### config.mk
export PLATFORM = sky130hd
export DESIGN_NAME = aux_adc_cal_seq_step_regs
export DESIGN_NICKNAME = d
export VERILOG_FILES = /design/src/aux_corrector.v /design/src/aux_adc_cal_seq_step_regs.v
export VERILOG_INCLUDE_DIRS = /design/src
export SDC_FILE = /design/constraint.sdc
export NUM_CORES = 1
export LEC_CHECK = 0
export ABC_AREA = 1
export BUFFER_PORTS_ARGS = -buffer_cell sky130_fd_sc_hd__buf_2
export CAP_MARGIN = 25
export CELL_PAD_IN_SITES_DETAIL_PLACEMENT = 0
export CELL_PAD_IN_SITES_GLOBAL_PLACEMENT = 1
export CORE_UTILIZATION = 52
export CTS_BUF_LIST = sky130_fd_sc_hd__clkbuf_4
export DETAILED_ROUTE_END_ITERATION = 7
export PLACE_DENSITY = 0.93
export SLEW_MARGIN = 20
export SYNTH_ARGS = -nofsm -noshare
export SYNTH_HDL_FRONTEND = slang
export SYNTH_SLANG_ARGS = --single-unit
### constraint.sdc
create_clock -name clk -period 21.2 [get_ports clk]
set_input_delay 1.06 -clock clk [delete_from_list [all_inputs] [get_ports clk]]
set_output_delay 1.06 -clock clk [all_outputs]
set_load 0.01 [all_outputs]
### src/aux_cal_defs.vh
// Register offsets, field positions, reset values and codes for the auxiliary calibration register slice
`ifndef AUX_CAL_DEFS_VH
`define AUX_CAL_DEFS_VH
`define ADDR_W            8
`define DATA_W            16
`define OFF_SPARE         8'h8D
`define OFF_OCAL          8'h8E
`define OFF_GCAL          8'h8F
`define OFF_STEP0         8'h90
`define RST_SPARE         8'h00
`define RST_WORD          16'h0000
`define RST_GAIN          2'h0
`define RST_POS           4'h0
`define SPARE_HI          7
`define STEP_EN_BIT       15
`define STEP_GAIN_HI      14
`define STEP_GAIN_LO      13
`define STEP_NEG_BIT      4
`define STEP_POS_HI       3
`define STEP_POS_LO       0
`define GAIN_X1           2'h0
`define GAIN_X2           2'h1
`define POS_INTERNAL_BIT  3
`define NEG_GROUND        1'b0
`define NEG_EIGHTH        1'b1
`define SAT_MAX           16'h7FFF
`define SAT_MIN           16'h8000
`define GAIN_FRAC_BITS    16
`endif

### src/aux_corrector.v
// Offset and gain correction of one auxiliary conversion result, with saturation
`include "aux_cal_defs.vh"
module aux_corrector (
  // Clock and reset
  input  wire        clk,
  input  wire        sys_rst,
  // Correction words
  input  wire [15:0] aux_offset_value,
  input  wire [15:0] aux_gain_value,
  input  wire        half_step,
  // Sample in
  input  wire        raw_valid,
  input  wire [15:0] raw_data,
  // Sample out
  output reg         cor_valid_q,
  output reg  [15:0] cor_data_q
);
  wire signed [17:0] off_scaled;
  wire signed [18:0] diff;
  wire signed [17:0] mult;
  wire signed [36:0] prod;
  wire signed [20:0] shifted;
  reg         [15:0] sat;

  // At gain 2 or 4 one offset step is half a gain-1 step: keep a fraction bit
  assign off_scaled = half_step ? {{2{aux_offset_value[15]}}, aux_offset_value}
                                : {aux_offset_value[15], aux_offset_value, 1'b0};
  assign diff    = {{2{raw_data[15]}}, raw_data, 1'b0} - {off_scaled[17], off_scaled};
  // Multiplier 1 + value/65536, from 0.5 to just below 1.5
  assign mult    = {2'b01, 16'h0000} + {{2{aux_gain_value[15]}}, aux_gain_value};
  assign prod    = diff * mult;
  assign shifted = prod[36:`GAIN_FRAC_BITS];

  // Result carries one fraction bit in bit 0, dropped after saturation
  always @* begin
    if (shifted > $signed({4'h0, `SAT_MAX, 1'b1}))
      sat = `SAT_MAX;
    else if (shifted < $signed({4'hF, `SAT_MIN, 1'b0}))
      sat = `SAT_MIN;
    else
      sat = shifted[16:1];
  end

  always @(posedge clk) begin
    if (sys_rst) begin
      cor_valid_q <= 1'b0;
      cor_data_q  <= `RST_WORD;
    end else begin
      cor_valid_q <= raw_valid;
      if (raw_valid)
        cor_data_q <= sat;
    end
  end
endmodule

### src/aux_adc_cal_seq_step_regs.v
// Register slice for auxiliary converter calibration words and sequencer step zero
`include "aux_cal_defs.vh"
module aux_adc_cal_seq_step_regs (
  // Clock and reset
  input  wire        clk,
  input  wire        sys_rst,
  // Register port
  input  wire [7:0]  reg_addr,
  input  wire [15:0] reg_wdata,
  input  wire        reg_wr,
  input  wire        reg_rd,
  output reg  [15:0] reg_rdata_q,
  // Sequencer step zero configuration
  output wire        step_zero_enable,
  output wire [2:0]  step_zero_gain_factor,
  output wire [3:0]  step_zero_pos_input,
  output wire        step_zero_neg_input,
  output wire        step_zero_neg_auto,
  output wire        step_zero_pos_internal,
  // Auxiliary conversion results
  input  wire        raw_valid,
  input  wire [15:0] raw_data,
  output wire        cor_valid,
  output wire [15:0] cor_data
);
  reg  [7:0]  spare_q;
  reg  [15:0] aux_offset_value_q;
  reg  [15:0] aux_gain_value_q;
  reg         step_en_q;
  reg  [1:0]  step_gain_q;
  reg         step_neg_q;
  reg  [3:0]  step_pos_q;
  reg  [15:0] rdata_d;
  wire        internal_src;
  wire        half_step;

  always @(posedge clk) begin
    if (sys_rst) begin
      spare_q            <= `RST_SPARE;
      aux_offset_value_q <= `RST_WORD;
      aux_gain_value_q   <= `RST_WORD;
      step_en_q          <= 1'b0;
      step_gain_q        <= `RST_GAIN;
      step_neg_q         <= `NEG_GROUND;
      step_pos_q         <= `RST_POS;
    end else if (reg_wr) begin
      if (reg_addr == `OFF_SPARE) begin
        spare_q <= reg_wdata[`SPARE_HI:0];
      end else if (reg_addr == `OFF_OCAL) begin
        aux_offset_value_q <= reg_wdata;
      end else if (reg_addr == `OFF_GCAL) begin
        aux_gain_value_q <= reg_wdata;
      end else if (reg_addr == `OFF_STEP0) begin
        step_en_q   <= reg_wdata[`STEP_EN_BIT];
        step_gain_q <= reg_wdata[`STEP_GAIN_HI:`STEP_GAIN_LO];
        step_neg_q  <= reg_wdata[`STEP_NEG_BIT];
        step_pos_q  <= reg_wdata[`STEP_POS_HI:`STEP_POS_LO];
      end
    end
  end

  // Reserved bits and unmapped addresses read as zero
  always @* begin
    rdata_d = `RST_WORD;
    if (reg_addr == `OFF_SPARE) begin
      rdata_d = {8'h00, spare_q};
    end else if (reg_addr == `OFF_OCAL) begin
      rdata_d = aux_offset_value_q;
    end else if (reg_addr == `OFF_GCAL) begin
      rdata_d = aux_gain_value_q;
    end else if (reg_addr == `OFF_STEP0) begin
      rdata_d = {step_en_q, step_gain_q, 8'h00, step_neg_q, step_pos_q};
    end
  end

  // Read data hold only in the cycle after the strobe
  always @(posedge clk) begin
    if (sys_rst)
      reg_rdata_q <= `RST_WORD;
    else if (reg_rd)
      reg_rdata_q <= rdata_d;
    else
      reg_rdata_q <= `RST_WORD;
  end

  // Step decode; the spare byte feeds only the read-back mux and drives no other logic
  assign step_zero_enable       = step_en_q;
  assign step_zero_gain_factor  = (step_gain_q == `GAIN_X1) ? 3'h1 :
                                  (step_gain_q == `GAIN_X2) ? 3'h2 : 3'h4;
  assign internal_src           = step_pos_q[`POS_INTERNAL_BIT];
  assign step_zero_pos_internal = internal_src;
  assign step_zero_pos_input    = step_pos_q;
  assign step_zero_neg_auto     = internal_src;
  assign step_zero_neg_input    = internal_src ? `NEG_GROUND : step_neg_q;
  assign half_step              = (step_gain_q != `GAIN_X1);

  aux_corrector u_cor (
    .clk              (clk),
    .sys_rst          (sys_rst),
    .aux_offset_value (aux_offset_value_q),
    .aux_gain_value   (aux_gain_value_q),
    .half_step        (half_step),
    .raw_valid        (raw_valid),
    .raw_data         (raw_data),
    .cor_valid_q      (cor_valid),
    .cor_data_q       (cor_data)
  );
endmodule

==> results of run 1 <==
-- cells by family after synthesis --
group / Yosys count / share of synthesized area
flops: 81 / 0.1007
simple gates: 706 / 0.1810
fa+ha+maj: 415 / 0.4564
xor+xnor: 41 / 0.02509
other cells: 2 / 0.0004662
buf+inv: 601 / 0.1422
compound gates: 257 / 0.09414
-- through the flow --
| stage | hold WS (ns) | util |
|---|---|---|
| 2_1_floorplan | 0.4300 | - |
| 4_1_cts | 0.4681 | 0.5555 |
| 5_1_grt | 0.4816 | 0.5556 |
| 3_5_place_dp | 0.4481 | 0.5504 |
| 6_report | 0.4676 | 0.5556 |
| 3_3_place_gp | 0.4443 | 0.5504 |
-- power groups by stage --
| stage | Sequential (mW) | Combinational, mW | Clock, mW |
|---|---|---|---|
| after floorplan | 0.164 | 0.114 | 0 |
| after global placement | 0.163 | 0.166 | 0 |
| after detailed placement | 0.163 | 0.168 | 0 |
| after CTS | 0.159 | 0.169 | 0.112 |
| after global routing | 0.160 | 0.186 | 0.117 |
| final | 0.159 | 0.168 | 0.113 |
-- flip-flops by register name, indices dropped and copies added, names as in the netlist --
signal	flops
reg_rdata_q	16
aux_offset_value_q	16
step_zero_pos_input	4
aux_gain_value_q	16
step_gain_q	2
step_zero_enable	1
spare_q	8
u_cor.cor_data_q	16
step_neg_q	1
u_cor.cor_valid_q	1
-- cell usage after synthesis, drive strengths merged --
cell     number  area share
clkbuf       64       0.015
o22ai         4      0.0016
nor4          5      0.0023
a211oi       15      0.0070
o21ai       104       0.034
o21bai        8      0.0044
a41oi         3      0.0016
a221oi        2      0.0011
fa          288        0.36
o21a          1     0.00047
o31ai         1     0.00047
nor3          9      0.0031
nand4         4      0.0016
nand2       392       0.094
inv         519        0.12
or3           1     0.00039
ha          126       0.098
nor2        223       0.055
o221ai        2      0.0011
or2           7      0.0027
xnor2        14      0.0076
buf          12      0.0048
conb          2     0.00047
a21o          4      0.0019
nand3        61       0.020
nor4b         1     0.00054
clkinv        6      0.0014
xor2         27       0.017
maj3          1     0.00062
a2111oi       1     0.00093
o211ai        2     0.00093
a31oi         2     0.00078
dfxtp        81        0.10
and3          3      0.0012
a21oi       105       0.037
a21boi        3      0.0014
-- final timing paths --
kind	start	to	slack, ns	cells past startpoint
min	spare_q[6]	spare_q[6]	0.47	2
min reg2reg	spare_q[6]	spare_q[6]	0.47	2
max	step_gain_q[1]	u_cor.cor_data_q[4]	11.78	39
max reg2reg	step_gain_q[1]	u_cor.cor_data_q[4]	11.78	39
-- cell type report --
cell class / count / area, sq um
diodes: 1 / 2.502
clock buffers: 9 / 67.56
clock inverters: 7 / 86.33
fillers: 2923 / 13560
inverters: 525 / 1973
multi-input cells: 1421 / 12200
flip-flops and latches: 81 / 1622
well taps: 396 / 495.5
repair buffers: 97 / 508.0
-- placed cells by master (no fill, tap or decap), drive strengths merged, types with 4 or more instances in the layout --
cell	count
xor2	27
nand3	61
or2	7
nor2	223
o22ai	4
clkinv	7
nor4	5
nor3	9
o21bai	8
a21o	4
clkbuf	9
ha	126
buf	97
a211oi	15
o21ai	104
xnor2	14
fa	288
a21oi	105
inv	523
nand4	4
dfxtp	81
nand2	392
-- layer usage --
layer | up-vias | GRT usage
li1 | 6331 | -
met1 | 6643 | 0.3637
met2 | 441 | 0.4909
met3 | 88 | 0.03581
met4 | 2 | 0.1097
met5 | - | 0.01442
-- worst reg2reg max path, delay by kind of cell, from the launching register on --
kind            cells  cell delay (ns)
buf+inv            10             1.02
fa+ha+maj           8             4.05
simple gates       15             2.46
compound gates      5             1.14
flops               1             0.39
xor+xnor            1             0.23
==> summary.txt, run 1 <==
Synthesis
  – Library cells used by synthesis: 56
  – Post-synthesis net count: between 2000 and 3000
  – Number of warnings reported in the yosys synthesis log: 0
  – Gate count of the mapped netlist: around 2100
  – Synthesized area per cell: 7.660 sq um
  – Sequential element share of the synthesized area: 0.1007
  – Seq cells post-synth: 81
  – Syn Std Cell Area: 16110 sq um

Setup path
  – Endpoint type of the worst setup path: register
  – Total buffers and inverters traversed by the critical path: 10
  – Arrival time at the worst endpoint: about 9.8 ns
  – Biggest cell delay along the critical path: a little over 0.8 ns
  – Cell seen most often among critical-path stages: sky130_fd_sc_hd__inv_1
  – Critical path launch point type: register
  – Slowest cell on the critical path: sky130_fd_sc_hd__fa_1
  – Maximum fanout along the worst path: 32
  – Worst endpoint required time: approximately 22 ns
  – Critical setup path kind: register to register
  – Critical path's top delay family: adder cells

CTS
  – Maximum clock insertion buffer count: 2
  – Insertion delay of the later-clocked pin in the worst-skew pair: 0.57 ns
  – Clock buffers created by TritonCTS: 9
  – Clk sink count: between 80 and 90
  – Hold-fix buffer count after cts: 0
  – CTS H-tree lvls: 3
  – Clk slew on worst S/H paths: 0.15 ns
  – Buffers inserted during post-CTS setup optimization: 0
  – Resize count post-CTS: 0
  – Root Driver: sky130_fd_sc_hd__clkbuf_4
  – TritonCTS clock tree: built

Routing
  – Total detailed-routing wirelength: 43.21 mm
  – Total iterations of the first detailed-routing run: 7
  – Wire length on met2: approximately 22 mm
  – Number of violations reported at the end of detailed-routing iteration 0: roughly 910
  – Antenna Nets Post-Route: 0
  – Average routed wire per standard cell: about 17 um
  – Max Used Layer: met5
  – DRC: 0
  – Via density per instance: about 5.3
  – Met3 Wirelength: about 2.7 mm
  – Post-route met1 wirelength: 17.31 mm
  – Count of vias placed by the detailed router: ~14000

Power and ir drop
  – Total net switching power: 0.1911 mW
  – Switching power as a share of total power: 0.4338
  – Max VDD drop: about 0.025 mV
  – Clock network fraction of total power: 0.256
  – Overall power after layout: ~0.44 mW
  – Power density over the cells: ~26 nW/um^2
  – Pleak: just under 9 nW
  – Cell-internal power: between 0.2 and 0.25 mW
  – Part of the total power dissipated in sequential elements: 0.362
  – Logic gate share of total power: 0.382

STA
  – Final critical path time including I/O delays and setup: approximately 9.4 ns
  – Final Hold Viols: 0
  – Setup repair after global routing missed its margin: false
  – Relative slew margins: 0.3682
  – Max Transition Viols Final: 0
  – Maximum achievable frequency: approximately 110 MHz
  – Post-route setup slack: roughly 12 ns
  – Post-route clock period utilization: 0.4444
  – Clock tree skew after final layout: approximately 0.086 ns
  – Total negative slack for setup checks: 0 ns
  – Worst Max-Slew Pin Slew: between 0.9 and 1 ns
  – Final setup viols: 0

Finish
  – Fraction of final layout cells with drive strength greater than 1: 0.08364
  – Final instance count without filler cells: approximately 2500
  – Number of nets in the finished design: roughly 2600
  – Finished layout cell area: approximately 17000 sq um
  – Relative area change from synthesis to final layout: 5.228%

Global route
  – First-pass GRT wire length: around 70 mm
  – Total routing usage reported by global routing: 0.2853
  – Number of antenna violations at the first check in global routing: 1
  – Maximum number of pins on one net before global-route repair: 44
  – Number of global-route vias before repair: between 10000 and 15000
  – Congestion Overflow GR: 0

Job
  – Max-capacitance violation count: 0

Floorplan
  – Core ar.: between 30000 and 40000 sq um
  – Initial Util: 0.5280
  – Io pins: 89
  – Die Width: about 180 um
  – Total Die Area: between 30000 and 40000 sq um
  – Std cell rows: 64
  – Die boundary height: 178 um

Placement
  – Placed cell areas: approximately 17000 sq um
  – Final Wtd Congestion: roughly 0.9
  – Worst setup slack after placement: between 10 and 15 ns
  – Number of placed cells counting well taps: around 2500
  – Number of buffers added on ports: 88
  – HPWL after detailed placement: 35.81 mm

Run status
  – Result of the run: finished clean

Hold path
  – HP Class: register to register
(Power assumes the default switching activity.)
==> run 2: changes to the inputs <==
Settings changed: CORE_UTILIZATION 52 to 44, PLACE_DENSITY 0.93 to 0.84.
Clock period 21.2 ns to 7.9 ns, I/O delays scaled along.
==> summary.txt, run 2 (synthesized netlist as in run 1, its figures left out) <==
Routing
  – Total detailed-routing wirelength: 47.72 mm (+10%)
  – Total iterations of the first detailed-routing run: 7 (unchanged)
  – Average routed wire per standard cell: 17.03 um (about the same)
  – Via density per instance: 5.159 (-3.1%)
  – DRC: 9 (+9)
  – Antenna Nets Post-Route: 0 (unchanged)
  – Count of vias placed by the detailed router: 14460 (+7.1%)
  – Number of violations reported at the end of detailed-routing iteration 0: 905 (-0.77%)

CTS
  – Clk sink count: 81 (unchanged)
  – CTS H-tree lvls: 3 (unchanged)
  – Hold-fix buffer count after cts: 0 (unchanged)
  – Insertion delay of the later-clocked pin in the worst-skew pair: 0.56 ns (about the same)
  – Clock buffers created by TritonCTS: 9 (unchanged)
  – Clk slew on worst S/H paths: 0.19 ns (+0.04 ns)
  – Root Driver: sky130_fd_sc_hd__clkbuf_4
  – Maximum clock insertion buffer count: 2 (unchanged)
  – TritonCTS clock tree: built

Finish
  – Number of nets in the finished design: 2796 (+7.8%)
  – Fraction of final layout cells with drive strength greater than 1: 0.2828 (+0.1991)
  – Commonest non-fill, non-tap cells in the layout: sky130_fd_sc_hd__inv_1, sky130_fd_sc_hd__nand2_1, sky130_fd_sc_hd__fa_1, sky130_fd_sc_hd__buf_4, sky130_fd_sc_hd__nor2_1
  – Number of inserted filler cells in the final layout: 3303 (+13%)
  – Final instance count without filler cells: 2803 (+10%)
  – Finished Core Util: 0.5635 (+0.007937)
  – Leading cell type in the layout, fill and taps excluded: sky130_fd_sc_hd__inv_1
  – Relative area change from synthesis to final layout: 25.34%

Setup path
  – Slowest cell on the critical path: sky130_fd_sc_hd__fa_2
  – Total buffers and inverters traversed by the critical path: 11 (+1)
  – Worst endpoint required time: 8.32 ns (-13.26 ns)
  – Maximum fanout along the worst path: 7 (-78%)
  – Critical path's top delay family: adder cells
  – Endpoint type of the worst setup path: register
  – Critical path launch point type: register
  – Cell seen most often among critical-path stages: sky130_fd_sc_hd__inv_1
  – Arrival time at the worst endpoint: 8.15 ns (-1.65 ns)
  – Critical setup path kind: register to register
  – Biggest cell delay along the critical path: 0.54 ns (-0.27 ns)

Power and ir drop
  – Pleak: 10.06 nW (+13%)
  – Part of the total power dissipated in sequential elements: 0.307 (-0.055)
  – Max VDD drop: 0.06056 mV (+140%)
  – Cell-internal power: 0.8088 mW (+220%)
  – Switching power as a share of total power: 0.4203 (-0.01357)
  – Power density over the cells: 69.11 nW/um^2 (+170%)
  – Logic gate share of total power: 0.495 (+0.113)
  – Clock network fraction of total power: 0.198 (-0.058)
  – Total net switching power: 0.5864 mW (+210%)

Floorplan
  – Io pins: 89 (unchanged)
  – Core ar.: 35830 sq um (+17%)
  – Initial Util: 0.4496 (-0.07838)
  – Std cell rows: 69 (+7.8%)
  – Die Width: 193.3 um (+8.6%)
  – Die boundary height: 193.3 um (+8.6%)
  – Total Die Area: 37380 sq um (+18%)

STA
  – Max Transition Viols Final: 0 (unchanged)
  – Final Hold Viols: 0 (unchanged)
  – Total negative slack for setup checks: 0 ns (unchanged)
  – Post-route clock period utilization: 0.9787 (+0.5343)
  – Worst Max-Slew Pin Slew: 0.9783 ns (+0.03287 ns)
  – Final critical path time including I/O delays and setup: 7.732 ns (-1.689 ns)
  – Clock tree skew after final layout: 0.05006 ns (-0.03601 ns)
  – Maximum achievable frequency: 129.3 MHz (+22%)
  – Setup repair after global routing missed its margin: true
  – Relative slew margins: 0.3471 (-0.02110)
  – Final setup viols: 0 (unchanged)

Placement
  – HPWL after detailed placement: 38.52 mm (+7.6%)
  – Number of placed cells counting well taps: 2725 (+8.1%)
  – Final Wtd Congestion: 0.9383 (+2.9%)
  – Number of buffers added on ports: 88 (unchanged)

Global route
  – Total routing usage reported by global routing: 0.2494 (-0.03590)
  – Maximum number of pins on one net before global-route repair: 43 (-2.3%)
  – Number of global-route vias before repair: 14430 (+7.2%)
  – First-pass GRT wire length: 73.53 mm (+6.7%)
  – Congestion Overflow GR: 0 (unchanged)
  – Number of antenna violations at the first check in global routing: 3 (+2)

Run status
  – Violated checks: design-rule violations
  – Result of the run: finished with violations

Hold path
  – HP Class: primary input to register

Job
  – Max-capacitance violation count: 0 (unchanged)
## run 2: path summary, 6_finish.rpt
check                 startpoint                   end  slack (ns)  depth (start not counted)
setup / recovery  step_gain_q[0]  u_cor.cor_data_q[13]        0.17                         39
hold / removal      reg_wdata[7]            spare_q[7]        0.11                          3
setup reg to reg  step_gain_q[0]  u_cor.cor_data_q[13]        0.17                         39
hold reg to reg       spare_q[6]            spare_q[6]        0.47                          2
## run 2: power groups by stage
stage          Sequential [mW]  Clock, mW  Combinational (mW)
6_report                 0.428      0.276               0.691
2_1_floorplan            0.439          0               0.305
3_3_place_gp             0.437          0               0.529
3_5_place_dp             0.437          0               0.533
5_1_grt                  0.429      0.293               0.748
4_1_cts                  0.428      0.277               0.542
## run 2: metal layers
metal  track usage  vias to the layer above  wire length [um]  part of all wire
met4       0.07111                        2              1402             0.029
met1        0.3154                     7200             19130              0.40
met3       0.02911                       90              2320             0.049
li1              -                     6732                 -                 -
met5             0                        -                13           0.00027
met2        0.4477                      437             24860              0.52
## run 2: metrics by stage
stage	total power, mW	setup slack, ns	cell area (sq um)	hold slack, ns
final	1.395	0.1682	20190	0.1137
after global routing	1.470	-0.1773	20190	0.09497
after CTS	1.247	0.009566	18200	0.08271
after detailed placement	0.9696	-0.2327	17970	0.4487
after global placement	0.9656	-0.1625	17970	0.4467
after floorplan	0.7445	0.01453	16120	0.4300
## run 2: cell type report
class / instances / area (sq um) / area share
sequential: 81 / 1624 / 0.08044
inverter: 525 / 2003 / 0.09922
clock buffer: 9 / 67.56 / 0.003347
tap: 461 / 576.8 / 0.02857
timing repair buffer: 297 / 2177 / 0.1078
antenna: 1 / 2.502 / 0.0001239
multi-input combinational: 1422 / 13660 / 0.6768
clock inverter: 6 / 67.56 / 0.003347
timing repair inverter: 1 / 6.256 / 0.0003099
## run 2: worst reg2reg max path, delay by kind of cell, from the launching register on
| family | cells | cell delay [ns] |
|---|---|---|
| AND/OR/NAND/NOR | 12 | 1.34 |
| flip-flops | 1 | 0.37 |
| buffers and inverters | 11 | 1.17 |
| adder cells (fa/ha/maj) | 8 | 3.42 |
| AO/OA/AOI/OAI | 7 | 1.11 |
| XOR/XNOR | 1 | 0.25 |
## run 2: what timing repair did
item / in CTS / in global routing
endpoints found under the setup margin: 15 / 16
setup buffers: 4 / 54
gates resized for setup: 18 / 396
pin swaps: 7 / 172
gates cloned: 0 / 4
==> run 3: changes to the inputs <==
Settings changed: RECOVER_POWER from default to 100, SLEW_MARGIN 20 to default.
==> summary.txt, run 3 (synthesized netlist as in run 1, its figures left out) <==
Floorplan
  – Core ar.: 35830 sq um (unchanged)
  – Io pins: 89 (unchanged)
  – Total Die Area: 37380 sq um (unchanged)
  – Initial Util: 0.4496 (unchanged)
  – Std cell rows: 69 (unchanged)
  – Die boundary height: 193.3 um (unchanged)
  – Die Width: 193.3 um (unchanged)

Setup path
  – Biggest cell delay along the critical path: 0.54 ns (about the same)
  – Endpoint type of the worst setup path: register
  – Cell depth of the worst flop-to-flop path: 43 (+10%)
  – Arrival time at the worst endpoint: 8.16 ns (about the same)
  – Slowest cell on the critical path: sky130_fd_sc_hd__fa_2
  – Critical path launch point type: register
  – Worst endpoint required time: 8.32 ns (about the same)
  – Cell seen most often among critical-path stages: sky130_fd_sc_hd__nand2_2
  – Critical setup path kind: register to register
  – Maximum fanout along the worst path: 7 (unchanged)

Finish
  – Relative area change from synthesis to final layout: 25.05%
  – Number of inserted filler cells in the final layout: 3323 (+0.61%)
  – Leading cell type in the layout, fill and taps excluded: sky130_fd_sc_hd__inv_1
  – Fraction of final layout cells with drive strength greater than 1: 0.2670 (-0.01581)
  – Number of nets in the finished design: 2796 (unchanged)
  – Commonest non-fill, non-tap cells in the layout: sky130_fd_sc_hd__inv_1, sky130_fd_sc_hd__nand2_1, sky130_fd_sc_hd__fa_1, sky130_fd_sc_hd__buf_4, sky130_fd_sc_hd__nor2_1

Placement
  – Number of buffers added on ports: 88 (unchanged)
  – HPWL after detailed placement: 38.52 mm (unchanged)
  – Final Wtd Congestion: 0.9383 (unchanged)

CTS
  – TritonCTS clock tree: built
  – Clk slew on worst S/H paths: 0.19 ns (about the same)
  – Hold-fix buffer count after cts: 0 (unchanged)
  – Clk sink count: 81 (unchanged)
  – Maximum clock insertion buffer count: 2 (unchanged)
  – CTS H-tree lvls: 3 (unchanged)
  – Clock buffers created by TritonCTS: 9 (unchanged)
  – Insertion delay of the later-clocked pin in the worst-skew pair: 0.57 ns (about the same)
  – Root Driver: sky130_fd_sc_hd__clkbuf_4

Power and ir drop
  – Overall power after layout: 1.392 mW (-0.20%)
  – Max VDD drop: 0.05949 mV (-1.8%)
  – Power density over the cells: 69.12 nW/um^2 (about the same)
  – Pleak: 9.911 nW (-1.5%)

Routing
  – Count of vias placed by the detailed router: 14440 (-0.17%)
  – Average routed wire per standard cell: 17.07 um (+0.26%)
  – Via density per instance: 5.151 (-0.17%)
  – Antenna Nets Post-Route: 0 (unchanged)
  – Total detailed-routing wirelength: 47.85 mm (+0.26%)
  – Number of violations reported at the end of detailed-routing iteration 0: 995 (+9.9%)
  – DRC: 10 (+1)
  – Total iterations of the first detailed-routing run: 8 (+1)

Global route
  – First-pass GRT wire length: 73.53 mm (unchanged)
  – Maximum number of pins on one net before global-route repair: 43 (unchanged)
  – Number of antenna violations at the first check in global routing: 3 (unchanged)
  – Total routing usage reported by global routing: 0.2494 (unchanged)
  – Congestion Overflow GR: 0 (unchanged)
  – Number of global-route vias before repair: 14430 (unchanged)

Hold path
  – Number of cells on the worst hold path: 3 (unchanged)
  – HP Class: primary input to register

Job
  – Max-capacitance violation count: 0 (unchanged)

Run status
  – Result of the run: finished with violations
  – Violated checks: design-rule violations

STA
  – Clock tree skew after final layout: 0.05017 ns (+0.0001119 ns)
  – Post-route clock period utilization: 0.9789 (about the same)
  – Final critical path time including I/O delays and setup: 7.734 ns (+0.001818 ns)
  – Final setup viols: 0 (unchanged)
  – Final Hold Viols: 0 (unchanged)
  – Setup repair after global routing missed its margin: true
  – Maximum achievable frequency: 129.3 MHz (about the same)
  – Max Transition Viols Final: 0 (unchanged)
  – Worst Max-Slew Pin Slew: 0.9854 ns (+0.007126 ns)
  – Relative slew margins: 0.3423 (-0.004756)
  – Worst hold margin: 0.1095 ns (-0.004200 ns)
[run 3: cell count changes in the layout (fill, tap and decap cells not counted), sizes merged]
| cell | change |
|---|---|
| clkbuf | +37 |
| buf | -37 |
[run 3: critical path: cells and delay by family (launching register included)]
family,cells,cell delay [ns]
adder cells (fa/ha/maj),8,3.40
buffers and inverters,13,1.35
AO/OA/AOI/OAI,8,1.29
AND/OR/NAND/NOR,13,0.97
flip-flops,1,0.37
XOR/XNOR,1,0.25
[run 3: final timing paths]
check,start,end,slack (ns)
setup reg to reg,step_gain_q[0],u_cor.cor_data_q[13],0.17
hold reg to reg,spare_q[6],spare_q[6],0.47
hold / removal,reg_wdata[7],spare_q[7],0.11
setup / recovery,step_gain_q[0],u_cor.cor_data_q[13],0.17
[run 3: cell type report]
cell class / count / area (sq um) / share of cell area
Clock inverter: 6 / 67.56 / 0.003354
Timing Repair Buffer: 297 / 2131 / 0.1058
Timing Repair inverter: 1 / 6.256 / 0.0003106
Tap cell: 461 / 576.8 / 0.02864
Multi-Input combinational cell: 1422 / 13660 / 0.6784
Inverter: 525 / 2003 / 0.09945
Antenna cell: 1 / 2.502 / 0.0001242
Sequential cell: 81 / 1624 / 0.08063
Clock buffer: 9 / 67.56 / 0.003354
[run 3: layer usage]
metal	part of all wire	routed length (um)	vias to the layer above	global-route usage
li1	-	-	6730	-
met1	0.40	19130	7166	0.3154
met2	0.52	24860	455	0.4477
met3	0.052	2503	84	0.02911
met4	0.028	1340	2	0.07111
met5	0.00027	13	-	0
[run 3: through the flow]
| stage | instances | area [sq um] | setup slack, ns | util | setup TNS, ns |
|---|---|---|---|---|---|
| finish | 2803 | 20140 | 0.1663 | 0.5622 | 0 |
| global route | 2803 | 20140 | -0.1773 | 0.5622 | -2.380 |
| CTS | 2744 | 18200 | 0.009566 | 0.5081 | 0 |
| detailed placement | 2725 | 17970 | -0.2327 | 0.5015 | -3.177 |
| global placement | 2725 | 17970 | -0.1625 | 0.5015 | -2.322 |
| floorplan | 2103 | 16120 | 0.01453 | - | 0 |
[run 3: repair_timing]
item | 4_1_cts | 5_1_grt
setup buffers | 4 | 54
pin swaps | 7 | 172
endpoints found under the setup margin | 15 | 16
cloned | 0 | 4
gates resized for setup | 18 | 396
[run 3: where the power goes]
part           switching, mW  internal [mW]
logic                  0.399          0.290
clock network          0.180         0.0957
registers            0.00803          0.420
